[config.mk]
export PLATFORM = sky130hd
export DESIGN_NAME = pmrs_top
export DESIGN_NICKNAME = d
export VERILOG_FILES = /design/src/logic/pmrs_pkg.sv /design/src/logic/pmrs_sync.sv /design/src/logic/pmrs_timer.sv /design/src/logic/pmrs_top.sv
export VERILOG_INCLUDE_DIRS = /design/src /design/src/logic
export SDC_FILE = /design/constraint.sdc
export NUM_CORES = 1
export LEC_CHECK = 0
export BUFFER_PORTS_ARGS = -buffer_cell sky130_fd_sc_hd__buf_4
export CORE_MARGIN = 1.5
export CORE_UTILIZATION = 54
export DETAILED_ROUTE_END_ITERATION = 12
export PLACE_DENSITY = 0.9
export SLEW_MARGIN = 10
export SYNTH_ARGS = -nofsm -noshare
export SYNTH_HDL_FRONTEND = slang
export SYNTH_SLANG_ARGS = --single-unit
export TNS_END_PERCENT = 100
[constraint.sdc]
create_clock -name clk_sys -period 3.3 [get_ports clk_sys]
set_input_delay 0.66 -clock clk_sys [delete_from_list [all_inputs] [get_ports clk_sys]]
set_output_delay 0.66 -clock clk_sys [all_outputs]
set_load 0.05 [all_outputs]
[src/logic/pmrs_consts.svh]
// Constants for the power mode and reset sequencer
`ifndef PMRS_CONSTS_SVH
`define PMRS_CONSTS_SVH

`define PMRS_CLK_HZ 10000000
`define PMRS_RC_HZ 4000000
`define PMRS_TMR_W 16
`define PMRS_TICK_W 13
`define PMRS_RC_START_NS 60000
`define PMRS_RC_START_CYC ((`PMRS_RC_START_NS * (`PMRS_CLK_HZ / 1000000) + 999) / 1000)
`define PMRS_FLASH_WAKE_NS 100000
`define PMRS_FLASH_WAKE_TICKS ((`PMRS_FLASH_WAKE_NS * (`PMRS_RC_HZ / 1000000) + 999) / 1000)
`define PMRS_WAKE_RC_TICKS 4
`define PMRS_WAKE_OSC_TICKS 4096
`define PMRS_RST_TICKS 16
`define PMRS_BOOT_VECTOR 32'h0000_0000
`define PMRS_CTL_RST 10'h0FB
`define PMRS_EINT_N 4

`endif

[src/logic/pmrs_pkg.sv]
// Types for the power mode and reset sequencer
package pmrs_pkg;

    typedef enum logic [2:0] {
        PMRS_RESET,
        PMRS_RUN,
        PMRS_IDLE,
        PMRS_SLEEP,
        PMRS_PDOWN,
        PMRS_DPD,
        PMRS_WAKE_START,
        PMRS_WAKE_COUNT
    } pmrs_mode_t;

    // Asynchronous inputs, all passed through the synchroniser
    typedef struct packed {
        logic rst_pin_n;
        logic wdt_rst;
        logic por_det;
        logic brownout_stage1;
        logic brownout_stage2;
        logic osc_running;
        logic rtc_alarm;
        logic rtc_wake_irq;
        logic [3:0] ext_int;
    } pmrs_pins_t;

    // Power and clock controls towards the chip
    typedef struct packed {
        logic cpu_run_en;
        logic periph_clk_en;
        logic main_osc_en;
        logic rc_out_en;
        logic rc_power_en;
        logic rtc_osc_en;
        logic flash_power_en;
        logic pin_hold;
        logic regulator_en;
        logic chip_rst;
    } pmrs_ctl_t;

endpackage

[src/logic/pmrs_sync.sv]
// Two-flop synchroniser for a vector of independent levels
`timescale 1ns/1ps
module pmrs_sync #(
    parameter int W = 1
) (
    input wire logic clk_sys,
    input wire logic sys_rst,
    input wire logic [W-1:0] d_in,
    output logic [W-1:0] q_out
);
    logic [W-1:0] meta_reg;

    genvar i;
    generate
        for (i = 0; i < W; i++) begin : g_bit
            always_ff @(posedge clk_sys or posedge sys_rst) begin
                if (sys_rst) begin
                    meta_reg[i] <= 1'b0;
                    q_out[i] <= 1'b0;
                end else begin
                    meta_reg[i] <= d_in[i];
                    q_out[i] <= meta_reg[i];
                end
            end
        end
    endgenerate
endmodule

[src/logic/pmrs_timer.sv]
// Loadable down-counter that steps on an enable pulse
`timescale 1ns/1ps
`include "pmrs_consts.svh"
module pmrs_timer (
    input wire logic clk_sys,
    input wire logic sys_rst,
    input wire logic load,
    input wire logic [`PMRS_TMR_W-1:0] load_val,
    input wire logic tick,
    output logic done
);
    logic [`PMRS_TMR_W-1:0] cnt_reg;
    logic [`PMRS_TMR_W-1:0] cnt_next;

    assign done = (cnt_reg == '0);
    assign cnt_next = load ? load_val : ((tick && !done) ? cnt_reg - 1'b1 : cnt_reg);

    always_ff @(posedge clk_sys or posedge sys_rst) begin
        if (sys_rst) begin
            cnt_reg <= '0;
        end else begin
            cnt_reg <= cnt_next;
        end
    end
endmodule

[src/logic/pmrs_top.sv]
// Power mode and reset sequencer: low-power modes, wake timing, reset release
`timescale 1ns/1ps
`include "pmrs_consts.svh"
module pmrs_top (
    input wire logic clk_sys,
    input wire logic sys_rst,
    input wire pmrs_pkg::pmrs_pins_t pins,
    input wire logic rc_tick,
    input wire logic osc_tick,
    input wire logic src_main_osc,
    input wire logic cpu_irq,
    input wire logic req_idle,
    input wire logic req_sleep,
    input wire logic req_pdown,
    input wire logic req_dpd,
    input wire logic [`PMRS_EINT_N-1:0] ext_wake_en,
    input wire logic flash_init_done,
    output pmrs_pkg::pmrs_ctl_t ctl,
    output logic pll_off_pulse,
    output logic div_clear_pulse,
    output logic flash_access_en,
    output logic brownout_irq,
    output logic brownout_status,
    output logic [31:0] fetch_addr,
    output pmrs_pkg::pmrs_mode_t mode
);
    localparam logic [`PMRS_TMR_W-1:0] RST_LOAD = `PMRS_TMR_W'(`PMRS_RST_TICKS);
    localparam logic [`PMRS_TMR_W-1:0] START_LOAD = `PMRS_TMR_W'(`PMRS_RC_START_CYC);
    localparam logic [`PMRS_TMR_W-1:0] RC_LOAD = `PMRS_TMR_W'(`PMRS_WAKE_RC_TICKS);
    localparam logic [`PMRS_TMR_W-1:0] OSC_LOAD = `PMRS_TMR_W'(`PMRS_WAKE_OSC_TICKS);
    localparam logic [`PMRS_TMR_W-1:0] FLASH_LOAD = `PMRS_TMR_W'(`PMRS_FLASH_WAKE_TICKS);

    // ****************************************
    // Input synchronisation
    // ****************************************
    pmrs_pkg::pmrs_pins_t pin_s;
    logic [$bits(pmrs_pkg::pmrs_pins_t)-1:0] pin_vec;

    pmrs_sync #(
        .W($bits(pmrs_pkg::pmrs_pins_t))
    ) u_sync (
        .clk_sys(clk_sys),
        .sys_rst(sys_rst),
        .d_in(pins),
        .q_out(pin_vec)
    );
    assign pin_s = pmrs_pkg::pmrs_pins_t'(pin_vec);

    // ****************************************
    // Reset sources and wake qualification
    // ****************************************
    wire reset_req = !pin_s.rst_pin_n || pin_s.wdt_rst || pin_s.por_det || pin_s.brownout_stage2;
    wire ext_wake = |(pin_s.ext_int & ext_wake_en);
    wire clockless_wake = pin_s.rtc_wake_irq || pin_s.rtc_alarm;
    wire sleep_wake = clockless_wake || ext_wake;
    wire pdown_wake = clockless_wake || ext_wake;
    wire dpd_wake = pin_s.rtc_alarm;

    pmrs_pkg::pmrs_mode_t state_reg;
    pmrs_pkg::pmrs_mode_t state_next;
    logic src_main_reg;
    logic tmr_done;
    logic flash_done;
    logic flash_wait_reg;

    // Release waits on all reset sources clear, oscillator, count and flash init together
    wire rst_release = !reset_req && pin_s.osc_running && tmr_done && flash_init_done;

    // ****************************************
    // Mode state machine
    // ****************************************
    always_comb begin
        state_next = state_reg;
        case (state_reg)
            pmrs_pkg::PMRS_RESET: begin
                if (rst_release) begin
                    state_next = pmrs_pkg::PMRS_RUN;
                end
            end
            pmrs_pkg::PMRS_RUN: begin
                if (req_dpd) begin
                    state_next = pmrs_pkg::PMRS_DPD;
                end else if (req_pdown) begin
                    state_next = pmrs_pkg::PMRS_PDOWN;
                end else if (req_sleep) begin
                    state_next = pmrs_pkg::PMRS_SLEEP;
                end else if (req_idle) begin
                    state_next = pmrs_pkg::PMRS_IDLE;
                end
            end
            pmrs_pkg::PMRS_IDLE: begin
                if (cpu_irq) begin
                    state_next = pmrs_pkg::PMRS_RUN;
                end
            end
            pmrs_pkg::PMRS_SLEEP: begin
                if (sleep_wake) begin
                    state_next = pmrs_pkg::PMRS_WAKE_COUNT;
                end
            end
            pmrs_pkg::PMRS_PDOWN: begin
                if (pdown_wake) begin
                    // The main oscillator needs no RC start-up wait
                    state_next = src_main_reg ? pmrs_pkg::PMRS_WAKE_COUNT : pmrs_pkg::PMRS_WAKE_START;
                end
            end
            pmrs_pkg::PMRS_DPD: begin
                if (dpd_wake) begin
                    state_next = pmrs_pkg::PMRS_RESET;
                end
            end
            pmrs_pkg::PMRS_WAKE_START: begin
                if (tmr_done) begin
                    state_next = pmrs_pkg::PMRS_WAKE_COUNT;
                end
            end
            pmrs_pkg::PMRS_WAKE_COUNT: begin
                if (tmr_done) begin
                    state_next = pmrs_pkg::PMRS_RUN;
                end
            end
            default: begin
                state_next = pmrs_pkg::PMRS_RESET;
            end
        endcase
        if (reset_req) begin
            state_next = pmrs_pkg::PMRS_RESET;
        end
    end

    // ****************************************
    // Wake and reset timer
    // ****************************************
    wire entering = (state_next != state_reg);
    wire tmr_load = (entering || (state_next == pmrs_pkg::PMRS_RESET && reset_req)) &&
                    (state_next == pmrs_pkg::PMRS_RESET || state_next == pmrs_pkg::PMRS_WAKE_START ||
                     state_next == pmrs_pkg::PMRS_WAKE_COUNT);
    wire [`PMRS_TMR_W-1:0] tmr_val = (state_next == pmrs_pkg::PMRS_RESET) ? RST_LOAD :
                                     (state_next == pmrs_pkg::PMRS_WAKE_START) ? START_LOAD :
                                     (src_main_reg ? OSC_LOAD : RC_LOAD);
    // Start-up wait counts system cycles; main oscillator wake counts osc_tick, other waits count rc_tick
    wire tmr_tick = (state_reg == pmrs_pkg::PMRS_WAKE_START) ? 1'b1 :
                    (state_reg == pmrs_pkg::PMRS_WAKE_COUNT && src_main_reg) ? osc_tick : rc_tick;

    pmrs_timer u_wake_tmr (
        .clk_sys(clk_sys),
        .sys_rst(sys_rst),
        .load(tmr_load),
        .load_val(tmr_val),
        .tick(tmr_tick),
        .done(tmr_done)
    );

    // ****************************************
    // Flash wake-up timer
    // ****************************************
    wire flash_load = (state_reg == pmrs_pkg::PMRS_PDOWN) && entering;

    pmrs_timer u_flash_tmr (
        .clk_sys(clk_sys),
        .sys_rst(sys_rst),
        .load(flash_load),
        .load_val(FLASH_LOAD),
        .tick(rc_tick),
        .done(flash_done)
    );

    // ****************************************
    // Control decode
    // ****************************************
    function automatic pmrs_pkg::pmrs_ctl_t ctl_of(input pmrs_pkg::pmrs_mode_t m);
        pmrs_pkg::pmrs_ctl_t c;
        logic low;
        logic deep;
        low = (m == pmrs_pkg::PMRS_SLEEP) || (m == pmrs_pkg::PMRS_PDOWN) || (m == pmrs_pkg::PMRS_DPD);
        deep = (m == pmrs_pkg::PMRS_PDOWN) || (m == pmrs_pkg::PMRS_DPD);
        c.cpu_run_en = (m == pmrs_pkg::PMRS_RUN);
        c.periph_clk_en = (m == pmrs_pkg::PMRS_RUN) || (m == pmrs_pkg::PMRS_IDLE);
        c.main_osc_en = !low && (m != pmrs_pkg::PMRS_WAKE_START);
        c.rc_out_en = !low && (m != pmrs_pkg::PMRS_WAKE_START);
        c.rc_power_en = !deep;
        c.rtc_osc_en = 1'b1;
        c.flash_power_en = !deep;
        c.pin_hold = (m == pmrs_pkg::PMRS_SLEEP) || (m == pmrs_pkg::PMRS_PDOWN);
        c.regulator_en = (m != pmrs_pkg::PMRS_DPD);
        c.chip_rst = (m == pmrs_pkg::PMRS_RESET) || (m == pmrs_pkg::PMRS_DPD);
        return c;
    endfunction

    wire pmrs_pkg::pmrs_ctl_t ctl_next = ctl_of(state_next);
    wire low_entry = entering && (state_next == pmrs_pkg::PMRS_SLEEP || state_next == pmrs_pkg::PMRS_PDOWN ||
                                  state_next == pmrs_pkg::PMRS_DPD);

    // ****************************************
    // Registers
    // ****************************************
    always_ff @(posedge clk_sys or posedge sys_rst) begin
        if (sys_rst) begin
            state_reg <= pmrs_pkg::PMRS_RESET;
            ctl <= pmrs_pkg::pmrs_ctl_t'(`PMRS_CTL_RST);
            src_main_reg <= 1'b0;
            pll_off_pulse <= 1'b0;
            div_clear_pulse <= 1'b0;
            flash_wait_reg <= 1'b0;
            brownout_irq <= 1'b0;
            brownout_status <= 1'b0;
            fetch_addr <= `PMRS_BOOT_VECTOR;
        end else begin
            state_reg <= state_next;
            ctl <= ctl_next;
            // Processor state stays in place; only reset changes it
            if (state_reg == pmrs_pkg::PMRS_RUN && low_entry) begin
                src_main_reg <= src_main_osc;
            end else if (state_next == pmrs_pkg::PMRS_RESET) begin
                src_main_reg <= 1'b0;
            end
            pll_off_pulse <= low_entry;
            div_clear_pulse <= low_entry;
            if (flash_load) begin
                flash_wait_reg <= 1'b1;
            end else if (flash_done || state_next == pmrs_pkg::PMRS_RESET) begin
                flash_wait_reg <= 1'b0;
            end
            brownout_irq <= pin_s.brownout_stage1;
            brownout_status <= pin_s.brownout_stage1;
            if (state_next == pmrs_pkg::PMRS_RESET) begin
                fetch_addr <= `PMRS_BOOT_VECTOR;
            end
        end
    end

    assign mode = state_reg;
    assign flash_access_en = !flash_wait_reg && ctl.flash_power_en && !ctl.chip_rst;

    logic [`PMRS_TICK_W-1:0] tick_seen_reg;
    logic [`PMRS_TMR_W-1:0] dwell_reg;
    logic [`PMRS_TMR_W-1:0] flash_ticks_reg;

    always_ff @(posedge clk_sys or posedge sys_rst) begin
        if (sys_rst) begin
            tick_seen_reg <= '0;
            dwell_reg <= '0;
            flash_ticks_reg <= '0;
        end else begin
            tick_seen_reg <= (state_reg != pmrs_pkg::PMRS_WAKE_COUNT) ? '0 : tick_seen_reg + `PMRS_TICK_W'(tmr_tick);
            dwell_reg <= entering ? '0 : dwell_reg + 1'b1;
            flash_ticks_reg <= flash_load ? '0 : flash_ticks_reg + `PMRS_TMR_W'(rc_tick && flash_wait_reg);
        end
    end
endmodule

==> summary.txt, run 1 <==
GRT
  – First-pass GRT wire length: 10900 um
  – Vias in the first global route: 2445
  – Largest net degree at the start of global routing: 37
  – Initial antenna violation count: 0
  – Tot GR Track Use: 0.196
  – Total grt overflow: 0

Critical path
  – Crit path launch type: flop
  – Arrival @ worst endpoint: 3230 ps
  – CP required: 3530 ps
  – R2R depth: 11
  – Crit path kind: reg2reg
  – Reg-to-Reg End: u_wake_tmr.cnt_reg[3]
  – Slack of the worst reg-to-reg path: about 300 ps
  – FF-to-FF Start: u_wake_tmr.cnt_reg[0]
  – CP max FO: 12
  – Critical Path Sink Type: flop

STA
  – Slew headroom: 0.196
  – Pins Over Slew Limit: 0
  – Tmin final: between 2000 and 3000 ps
  – Fin. Hold Viols: 0
  – Setup TNS Final: 0 ps
  – Fin crit share: 0.908
  – RSZ-0062 raised after global routing: no
  – Maximum clock rate: 0.334 GHz
  – Post-Route Skew: 6.86 ps
  – Slew @ Worst Pin: 1190 ps
  – Setup WS post-layout: 303 ps
  – Final setup vio count: 0

Synth
  – Post-synth top cells: dfrtp_1 (66), buf_4 (37), nor2_1 (37), nand2_1 (19)
  – Ys async rst share: 1.00
  – Synthesized instance count: 346
  – EDFF count, synth: 0
  – Post-Syn Area: around 3500 um2
  – Cells taking the most area after synthesis: dfrtp_1 (47%), buf_4 (8.0%), xnor2_1 (4.3%)
  – Sequential cell area fraction in the yosys report: 0.504
  – Most frequent cell after synthesis: dfrtp_1
  – Main synth FF type: dfrtp_1
  – Post-synth top area share: 0.474
  – YS warnings: 0
  – Synth area leader: dfrtp_1
  – Library cells used by synthesis: 58
  – Flops & latches, synth: 70
  – Syn_area_per_cell: 10.1 um2

Layout
  – Nets: 423
  – Ant. Diodes: 0
  – Fin util: 0.637
  – Area delta synth->final: 14.8%
  – Share of cells above drive strength 1: 0.218

CTS
  – H-tree depth: 3
  – CTS Buffer Depth: 2
  – Worst skew pair latency: 350 ps
  – CTS tree: built
  – Hold-fix buffers at CTS: 0
  – Clk sink count: 70
  – Clock-pin slew on the worst setup and hold paths: 80 ps
  – CTS root buffer: clkbuf_8
  – Setup Fix Bufs, Post-CTS: 0
  – CTS buffer count: 9

Place
  – Post-placement setup slack: ~220 ps
  – GP Congestion: approximately 0.94
  – Detail Placement HPWL: 4850 um
  – Port Buffers: 43

Hold path
  – Hold Startpoint: u_sync.meta_reg[6]
  – HP Class: reg2reg
  – Hold Crit Depth: 0
  – Hold Path End: u_sync.q_out[6]

Power
  – Sw Ratio: 0.271
  – Pwr dens: roughly 440 nW/um2
  – Static Leakage: 0.00191 uW
  – Int Pwr: 1270 uW
  – Worst IR Drop VDD: 420 uV
  – Seq pwr share: 0.506
  – Sw Pwr: 472 uW
  – Combinational share of power: 0.093
  – Clock network power share: 0.401

Drt
  – Routed Antenna Nets: 0
  – Pre-antenna DRT Iters: 5
  – Initial DRC count: 130
  – Drt via density: 5.36
  – Residual DRC count: 0
  – Avg WL per Cell: 13.7 um
  – Via count: between 2k and 3k
  – Routed WL: roughly 6500 um

Status
  – Status: completed

Flow run
  – Max cap viols: 0

Floorplan
  – Die width: 83.3 um
  – Num ports: 77
  – Initial Util: 0.555
  – Core area: 6280 um2
  – Die height: approximately 83 um
  – Core Rows: 29
  – DIE AREA: 6940 um2
layout by cell type (no fill, tap or decap), types with 9 or more instances in the layout:
cell	n
buf_4	52
xnor2_1	17
nor2_1	37
dfrtp_1	66
inv_1	9
clkbuf_8	9
conb_1	33
nor3_1	17
xor2_1	10
o21ai_0	17
nand2_1	19
stage by stage:
stage | hold slack, ps | instance area [um2] | power (uW) | cells
after CTS | 353 | 3990 | 1770 | 476
after global routing | 364 | 4000 | 1820 | 476
final | 350 | 4000 | 1740 | 476
after global placement | 332 | 3780 | 1060 | 460
after floorplan | 331 | 3600 | 1050 | 377
after detailed placement | 335 | 3780 | 1060 | 460
repair_timing:
item | in CTS | in global routing
endpoints found under the setup margin | 0 | 5
endpoints found under the hold margin | 0 | 0
resized for setup | 0 | 2
critical path, stage by stage (launching register included):
cell     delay (ps)
dfrtp_1         400
inv_1            70
ha_1            200
nor4b_1         350
and4_1          330
a21oi_2         140
o31ai_4         350
inv_2           150
nand2_1         110
a32oi_1         100
or2_4           340
o311a_1         350
area by class of cell:
| cell class | instances | area, um2 |
|---|---|---|
| multi-input cells | 248 | 1490 |
| clock buffers | 9 | 124 |
| fillers | 504 | 2280 |
| flip-flops and latches | 70 | 1760 |
| repair buffers | 53 | 410 |
| inverters | 12 | 45.0 |
| clock inverters | 7 | 80.1 |
| well taps | 77 | 96.3 |
worst max-delay path by stage:
stage,from,end,slack (ps),depth (start not counted)
floorplan,mode[2],u_flash_tmr.cnt_reg[0],420,9
global placement,ext_wake_en[0],u_wake_tmr.cnt_reg[9],290,7
detailed placement,u_wake_tmr.cnt_reg[0],u_wake_tmr.cnt_reg[3],220,11
CTS,u_wake_tmr.cnt_reg[0],u_wake_tmr.cnt_reg[3],200,11
global route,u_wake_tmr.cnt_reg[0],u_wake_tmr.cnt_reg[3],100,11
finish,u_wake_tmr.cnt_reg[0],u_wake_tmr.cnt_reg[3],300,11
power by group through the flow:
stage	Sequential [uW]	Combinational (uW)	Clock, uW
finish	881	162	699
global route	883	173	762
CTS	881	163	723
global placement	896	161	0
detailed placement	898	163	0
floorplan	898	151	0
routing by layer:
layer,track usage,vias up,routed length (um)
met2,0.323,102,3150
met4,0.0727,0,57
met1,0.250,1213,2890
li1,-,1231,-
met5,0,-,0
met3,0.0497,7,417
cells by family after synthesis:
group / synth area share
AND/OR/NAND/NOR: 0.188
flip-flops: 0.504
AO/OA/AOI/OAI: 0.120
buffers and inverters: 0.106
XOR/XNOR: 0.0679
adder cells (fa/ha/maj): 0.00718
other: 0.00216
multiplexers: 0.00575
Power figures use the tool's default switching activity.
==> run 2: changes to the inputs <==
Settings changed: RECOVER_POWER from default to 100.
==> run 2 against run 1 <==
Critical path depth down 1; sequential cell count stayed put; critical endpoint is now u_flash_tmr.cnt_reg[5]; wire length rose by 0.58%; largest power group unchanged; register-to-register slack about the same; die area stayed put; global-route usage did not move.
==> summary.txt, run 2 (synthesis gave the netlist of run 1 again) <==
Place
  – Post-placement setup slack: 219 ps
  – GP Congestion: 0.940
  – Detail Placement HPWL: around 4900 um
  – Placed cells: 460
  – Port Buffers: 43

CTS
  – Setup Fix Bufs, Post-CTS: 0
  – CTS tree: built
  – CTS Buffer Depth: 2
  – Worst skew pair latency: 350 ps
  – PostCTS Resize Cnt: 0
  – Hold-fix buffers at CTS: 0
  – CTS buffer count: 9
  – Clock-pin slew on the worst setup and hold paths: 80 ps
  – CTS root buffer: clkbuf_8
  – Clk sink count: 70
  – H-tree depth: 3

Critical path
  – Crit path kind: reg2reg
  – Max incr delay on CP: 570 ps
  – Cells along the critical path: inv_1 -> ha_1 -> nor4b_1 -> nand4_1 -> o21ai_0 -> o21ai_0 -> clkbuf_1 -> a31oi_1 -> clkbuf_1 -> nor2_1
  – CP max-delay cell: clkbuf_1
  – Arrival @ worst endpoint: 3200 ps
  – Slack of the worst reg-to-reg path: 300 ps
  – Largest delay share family, worst path: buffers and inverters
  – Critical Path Sink Type: flop
  – Crit path launch type: flop
  – Crit path buffers/inverters: 3
  – CP max FO: 17
  – CP required: between 3000 and 4000 ps

STA
  – Slew headroom: 0.163
  – Setup WS post-layout: 302 ps
  – Slew @ Worst Pin: 1250 ps
  – Pins Over Slew Limit: 0
  – Final setup vio count: 0
  – Setup TNS Final: 0 ps
  – Maximum clock rate: between 0.3 and 0.4 GHz
  – Fin. Hold Viols: 0
  – Fin crit share: 0.909
  – Worst slack on hold paths: 350 ps
  – RSZ-0062 raised after global routing: no
  – Post-Route Skew: 7.13 ps
  – Tmin final: 3000 ps

Status
  – Status: completed

Drt
  – Routed WL: 6550 um
  – Avg WL per Cell: 13.8 um
  – Drt via density: 5.36
  – Via count: 2549
  – Pre-antenna DRT Iters: 5
  – Routed Antenna Nets: 0
  – Initial DRC count: 119
  – Residual DRC count: 0

Power
  – Pwr dens: 444 nW/um2
  – Total power: 1740 uW
  – Static Leakage: around 0.0018 uW
  – Worst IR Drop VDD: ~420 uV

GRT
  – Met2 Use GR: 0.323
  – Tot GR Track Use: 0.196
  – Initial antenna violation count: 0
  – Vias in the first global route: 2445
  – Global routing's busiest layer: met2
  – Largest net degree at the start of global routing: 37
  – Total grt overflow: 0
  – GRT met1 Usage: 0.250
  – First-pass GRT wire length: 10900 um
  – Grt met3 use: 0.0497

Floorplan
  – DIE AREA: 6940 um2
  – Core Rows: 29
  – Initial Util: 0.555
  – Num ports: 77
  – Core area: 6280 um2
  – Die height: between 80 and 90 um
  – Die width: 83.3 um

Layout
  – Most common cell after layout, fill and taps aside: dfrtp_1
  – Ant. Diodes: 0
  – Finished Layout Cells: 476
  – Area delta synth->final: 12.1%
  – Fillers: around 520
  – Most frequent cells in the layout: dfrtp_1 (66), nor2_1 (37), conb_1 (33), buf_4 (20)
  – Share of cells above drive strength 1: 0.163
  – Nets: 423

Hold path
  – HP Class: reg2reg

Flow run
  – Max cap viols: 0
## run 2: cell type report
cell class	count	area, um2	share of cell area
sequential	70	1760	0.450
multi-input combinational	248	1480	0.379
timing repair buffer	53	324	0.0829
clock buffer	9	124	0.0317
tap	77	96.3	0.0247
clock inverter	7	80.1	0.0205
inverter	12	45.0	0.0115
## run 2: power by group
| group | total (uW) | switching, uW | internal (uW) |
|---|---|---|---|
| clock | 699 | 340 | 359 |
| combinational | 157 | 125 | 32.5 |
| sequential | 881 | 6.48 | 874 |
| total | 1740 | 471 | 1270 |
## run 2: path summary, 6_finish.rpt
check | from | cells after the start | end
max | u_wake_tmr.cnt_reg[0] | 10 | u_flash_tmr.cnt_reg[5]
min | u_sync.meta_reg[6] | 0 | u_sync.q_out[6]
max reg2reg | u_wake_tmr.cnt_reg[0] | 10 | u_flash_tmr.cnt_reg[5]
min reg2reg | u_sync.meta_reg[6] | 0 | u_sync.q_out[6]
max in group asynchronous | sys_rst | 3 | src_main_reg
min in group asynchronous | sys_rst | 2 | u_sync.meta_reg[8]
## run 2: per-stage QoR
stage                     instance area (um2)   util
after global placement                   3780  0.603
final                                    3910  0.622
after CTS                                3990  0.635
after global routing                     3910  0.622
after floorplan                          3600      -
after detailed placement                 3780  0.603
## run 2: routing by layer
metal / wire [um] / part of all wire / vias to the layer above
li1: - / - / 1225
met1: 2900 / 0.44 / 1211
met2: 3130 / 0.48 / 104
met3: 446 / 0.068 / 9
met4: 75 / 0.011 / 0
met5: 0 / 0 / -
==> run 3: changes to the inputs <==
Settings changed: CORE_ASPECT_RATIO from default to 0.9.
==> run 3 against run 2 <==
Global-route usage up 3.1 points; setup slack worse by 170 ps; combinational power about the same; die area about the same; the flow now finishes with violations (max-capacitance violations, max-slew violations); via count up 5.1%.
==> summary.txt, run 3 (synthesis gave the netlist of run 1 again) <==
Floorplan
  – Num ports: 77
  – Core area: around 6000 um2
  – DIE AREA: ~7000 um2
  – Initial Util: 0.564
  – Core Rows: 27
  – Die height: roughly 79 um
  – Die width: 87.7 um

Drt
  – Drt via density: 5.50
  – Pre-antenna DRT Iters: 8
  – Avg WL per Cell: 14.8 um
  – Routed WL: between 7000 and 8000 um
  – Residual DRC count: 0
  – Initial DRC count: 238
  – Routed Antenna Nets: 0
  – Via count: about 2.7k

Layout
  – Ant. Diodes: 0
  – Nets: roughly 420
  – Most frequent cells in the layout: dfrtp_1 (66), nor2_1 (37), conb_1 (33), buf_4 (22), nand2_1 (19)
  – Fin area: 3910 um2
  – Fillers: 506
  – Most common cell after layout, fill and taps aside: dfrtp_1
  – Finished Layout Cells: around 490
  – Register area: 1760 um2
  – Area delta synth->final: 12.1%
  – Share of cells above drive strength 1: 0.158
  – Combined area of the multi-input logic cells: 1460 um2

CTS
  – H-tree depth: 3
  – Setup Fix Bufs, Post-CTS: 0
  – Clk sink count: 70
  – Clock-pin slew on the worst setup and hold paths: 70 ps
  – Hold-fix buffers at CTS: 0
  – CTS root buffer: clkbuf_8
  – CTS Buffer Depth: 2
  – PostCTS Resize Cnt: 0
  – Worst skew pair latency: 340 ps
  – CTS buffer count: 9
  – CTS tree: built

STA
  – Maximum clock rate: 0.315 GHz
  – Tmin final: 3170 ps
  – Pins Over Slew Limit: 47
  – Setup WS post-layout: 130 ps
  – Slew @ Worst Pin: about 1600 ps
  – Fin crit share: 0.961
  – Post-Route Skew: 12.0 ps
  – Fin. Hold Viols: 0
  – RSZ-0062 raised after global routing: no
  – Final setup vio count: 0
  – Setup TNS Final: 0 ps
  – Slew headroom: -0.0754

Hold path
  – HP Class: reg2reg
  – Hold Crit Depth: 0
  – Hold Startpoint: u_sync.meta_reg[11]
  – Hold Path End: u_sync.q_out[11]

GRT
  – Initial antenna violation count: 0
  – Total grt overflow: 0
  – First-pass GRT wire length: 12000 um
  – Largest net degree at the start of global routing: 47
  – Tot GR Track Use: 0.226
  – Vias in the first global route: ~2.6k

Critical path
  – R2R depth: 11
  – Critical Path Sink Type: flop
  – CP required: 3530 ps
  – Crit path launch type: flop
  – CP max FO: 11
  – Slack of the worst reg-to-reg path: 130 ps
  – FF-to-FF Start: u_wake_tmr.cnt_reg[0]
  – Reg-to-Reg End: u_wake_tmr.cnt_reg[14]
  – Crit path kind: reg2reg
  – Arrival @ worst endpoint: 3400 ps

Power
  – Int Pwr: roughly 1300 uW
  – Pwr dens: approximately 440 nW/um2
  – Sw Pwr: 445 uW
  – Clock network power share: 0.395
  – Sw Ratio: 0.259
  – Total power: 1720 uW
  – Seq pwr share: 0.513
  – Combinational share of power: 0.092
  – Worst IR Drop VDD: 279 uV
  – Static Leakage: ~0.0018 uW

Place
  – Detail Placement HPWL: between 5000 and 6000 um
  – Post-placement setup slack: 235 ps
  – Port Buffers: 43
  – GP Congestion: 0.890
  – Post-DP Area: ~3800 um2
  – Placed cells: 471

Status
  – Failing checks: max-capacitance violations, max-slew violations
  – Status: finished, violations left

Flow run
  – Max cap viols: 1
run 3: cell type report:
class / count / area share
Sequential cell: 70 / 0.450
Multi-Input combinational cell: 248 / 0.374
Timing Repair Buffer: 54 / 0.0858
Clock buffer: 10 / 0.0352
Tap cell: 87 / 0.0279
Clock inverter: 6 / 0.0157
Inverter: 12 / 0.0115
run 3: layer usage:
| metal | vias to the layer above | global-route usage | wire (um) |
|---|---|---|---|
| met3 | 24 | 0.0603 | 586 |
| met5 | - | 0 | 0 |
| met1 | 1254 | 0.279 | 2950 |
| met4 | 0 | 0.0857 | 153 |
| li1 | 1234 | - | - |
| met2 | 167 | 0.379 | 3520 |
run 3: worst max path at each step:
stage / slack, ps / cells past startpoint / start / end
floorplan: 420 / 9 / mode[2] / u_flash_tmr.cnt_reg[0]
global placement: 340 / 9 / ext_wake_en[0] / u_wake_tmr.cnt_reg[9]
detailed placement: 230 / 11 / u_wake_tmr.cnt_reg[0] / u_wake_tmr.cnt_reg[6]
CTS: 210 / 11 / u_wake_tmr.cnt_reg[0] / u_wake_tmr.cnt_reg[6]
global route: 20 / 11 / u_wake_tmr.cnt_reg[0] / u_wake_tmr.cnt_reg[14]
finish: 130 / 11 / u_wake_tmr.cnt_reg[0] / u_wake_tmr.cnt_reg[14]
run 3: power by group through the flow:
| stage | Clock (uW) | Combinational [uW] | Sequential, uW |
|---|---|---|---|
| 2_1_floorplan | 0 | 151 | 898 |
| 3_3_place_gp | 0 | 160 | 897 |
| 3_5_place_dp | 0 | 163 | 898 |
| 4_1_cts | 700 | 163 | 881 |
| 5_1_grt | 731 | 171 | 883 |
| 6_report | 678 | 159 | 881 |
run 3: through the flow:
stage                     hold WS (ps)   util
final                              340  0.632
after global routing               358  0.632
after CTS                          343  0.646
after detailed placement           335  0.613
after global placement             333  0.613
after floorplan                    331      -
run 3: critical path: stages, from the launching register on:
cell     delay (ps)
dfrtp_1         410
inv_1            70
ha_1            210
nor4b_1         340
and4_1          330
a21oi_2         140
o31ai_4         350
nand3_1         170
a32oi_1         360
or2_1           410
buf_4           220
nor2_1           50
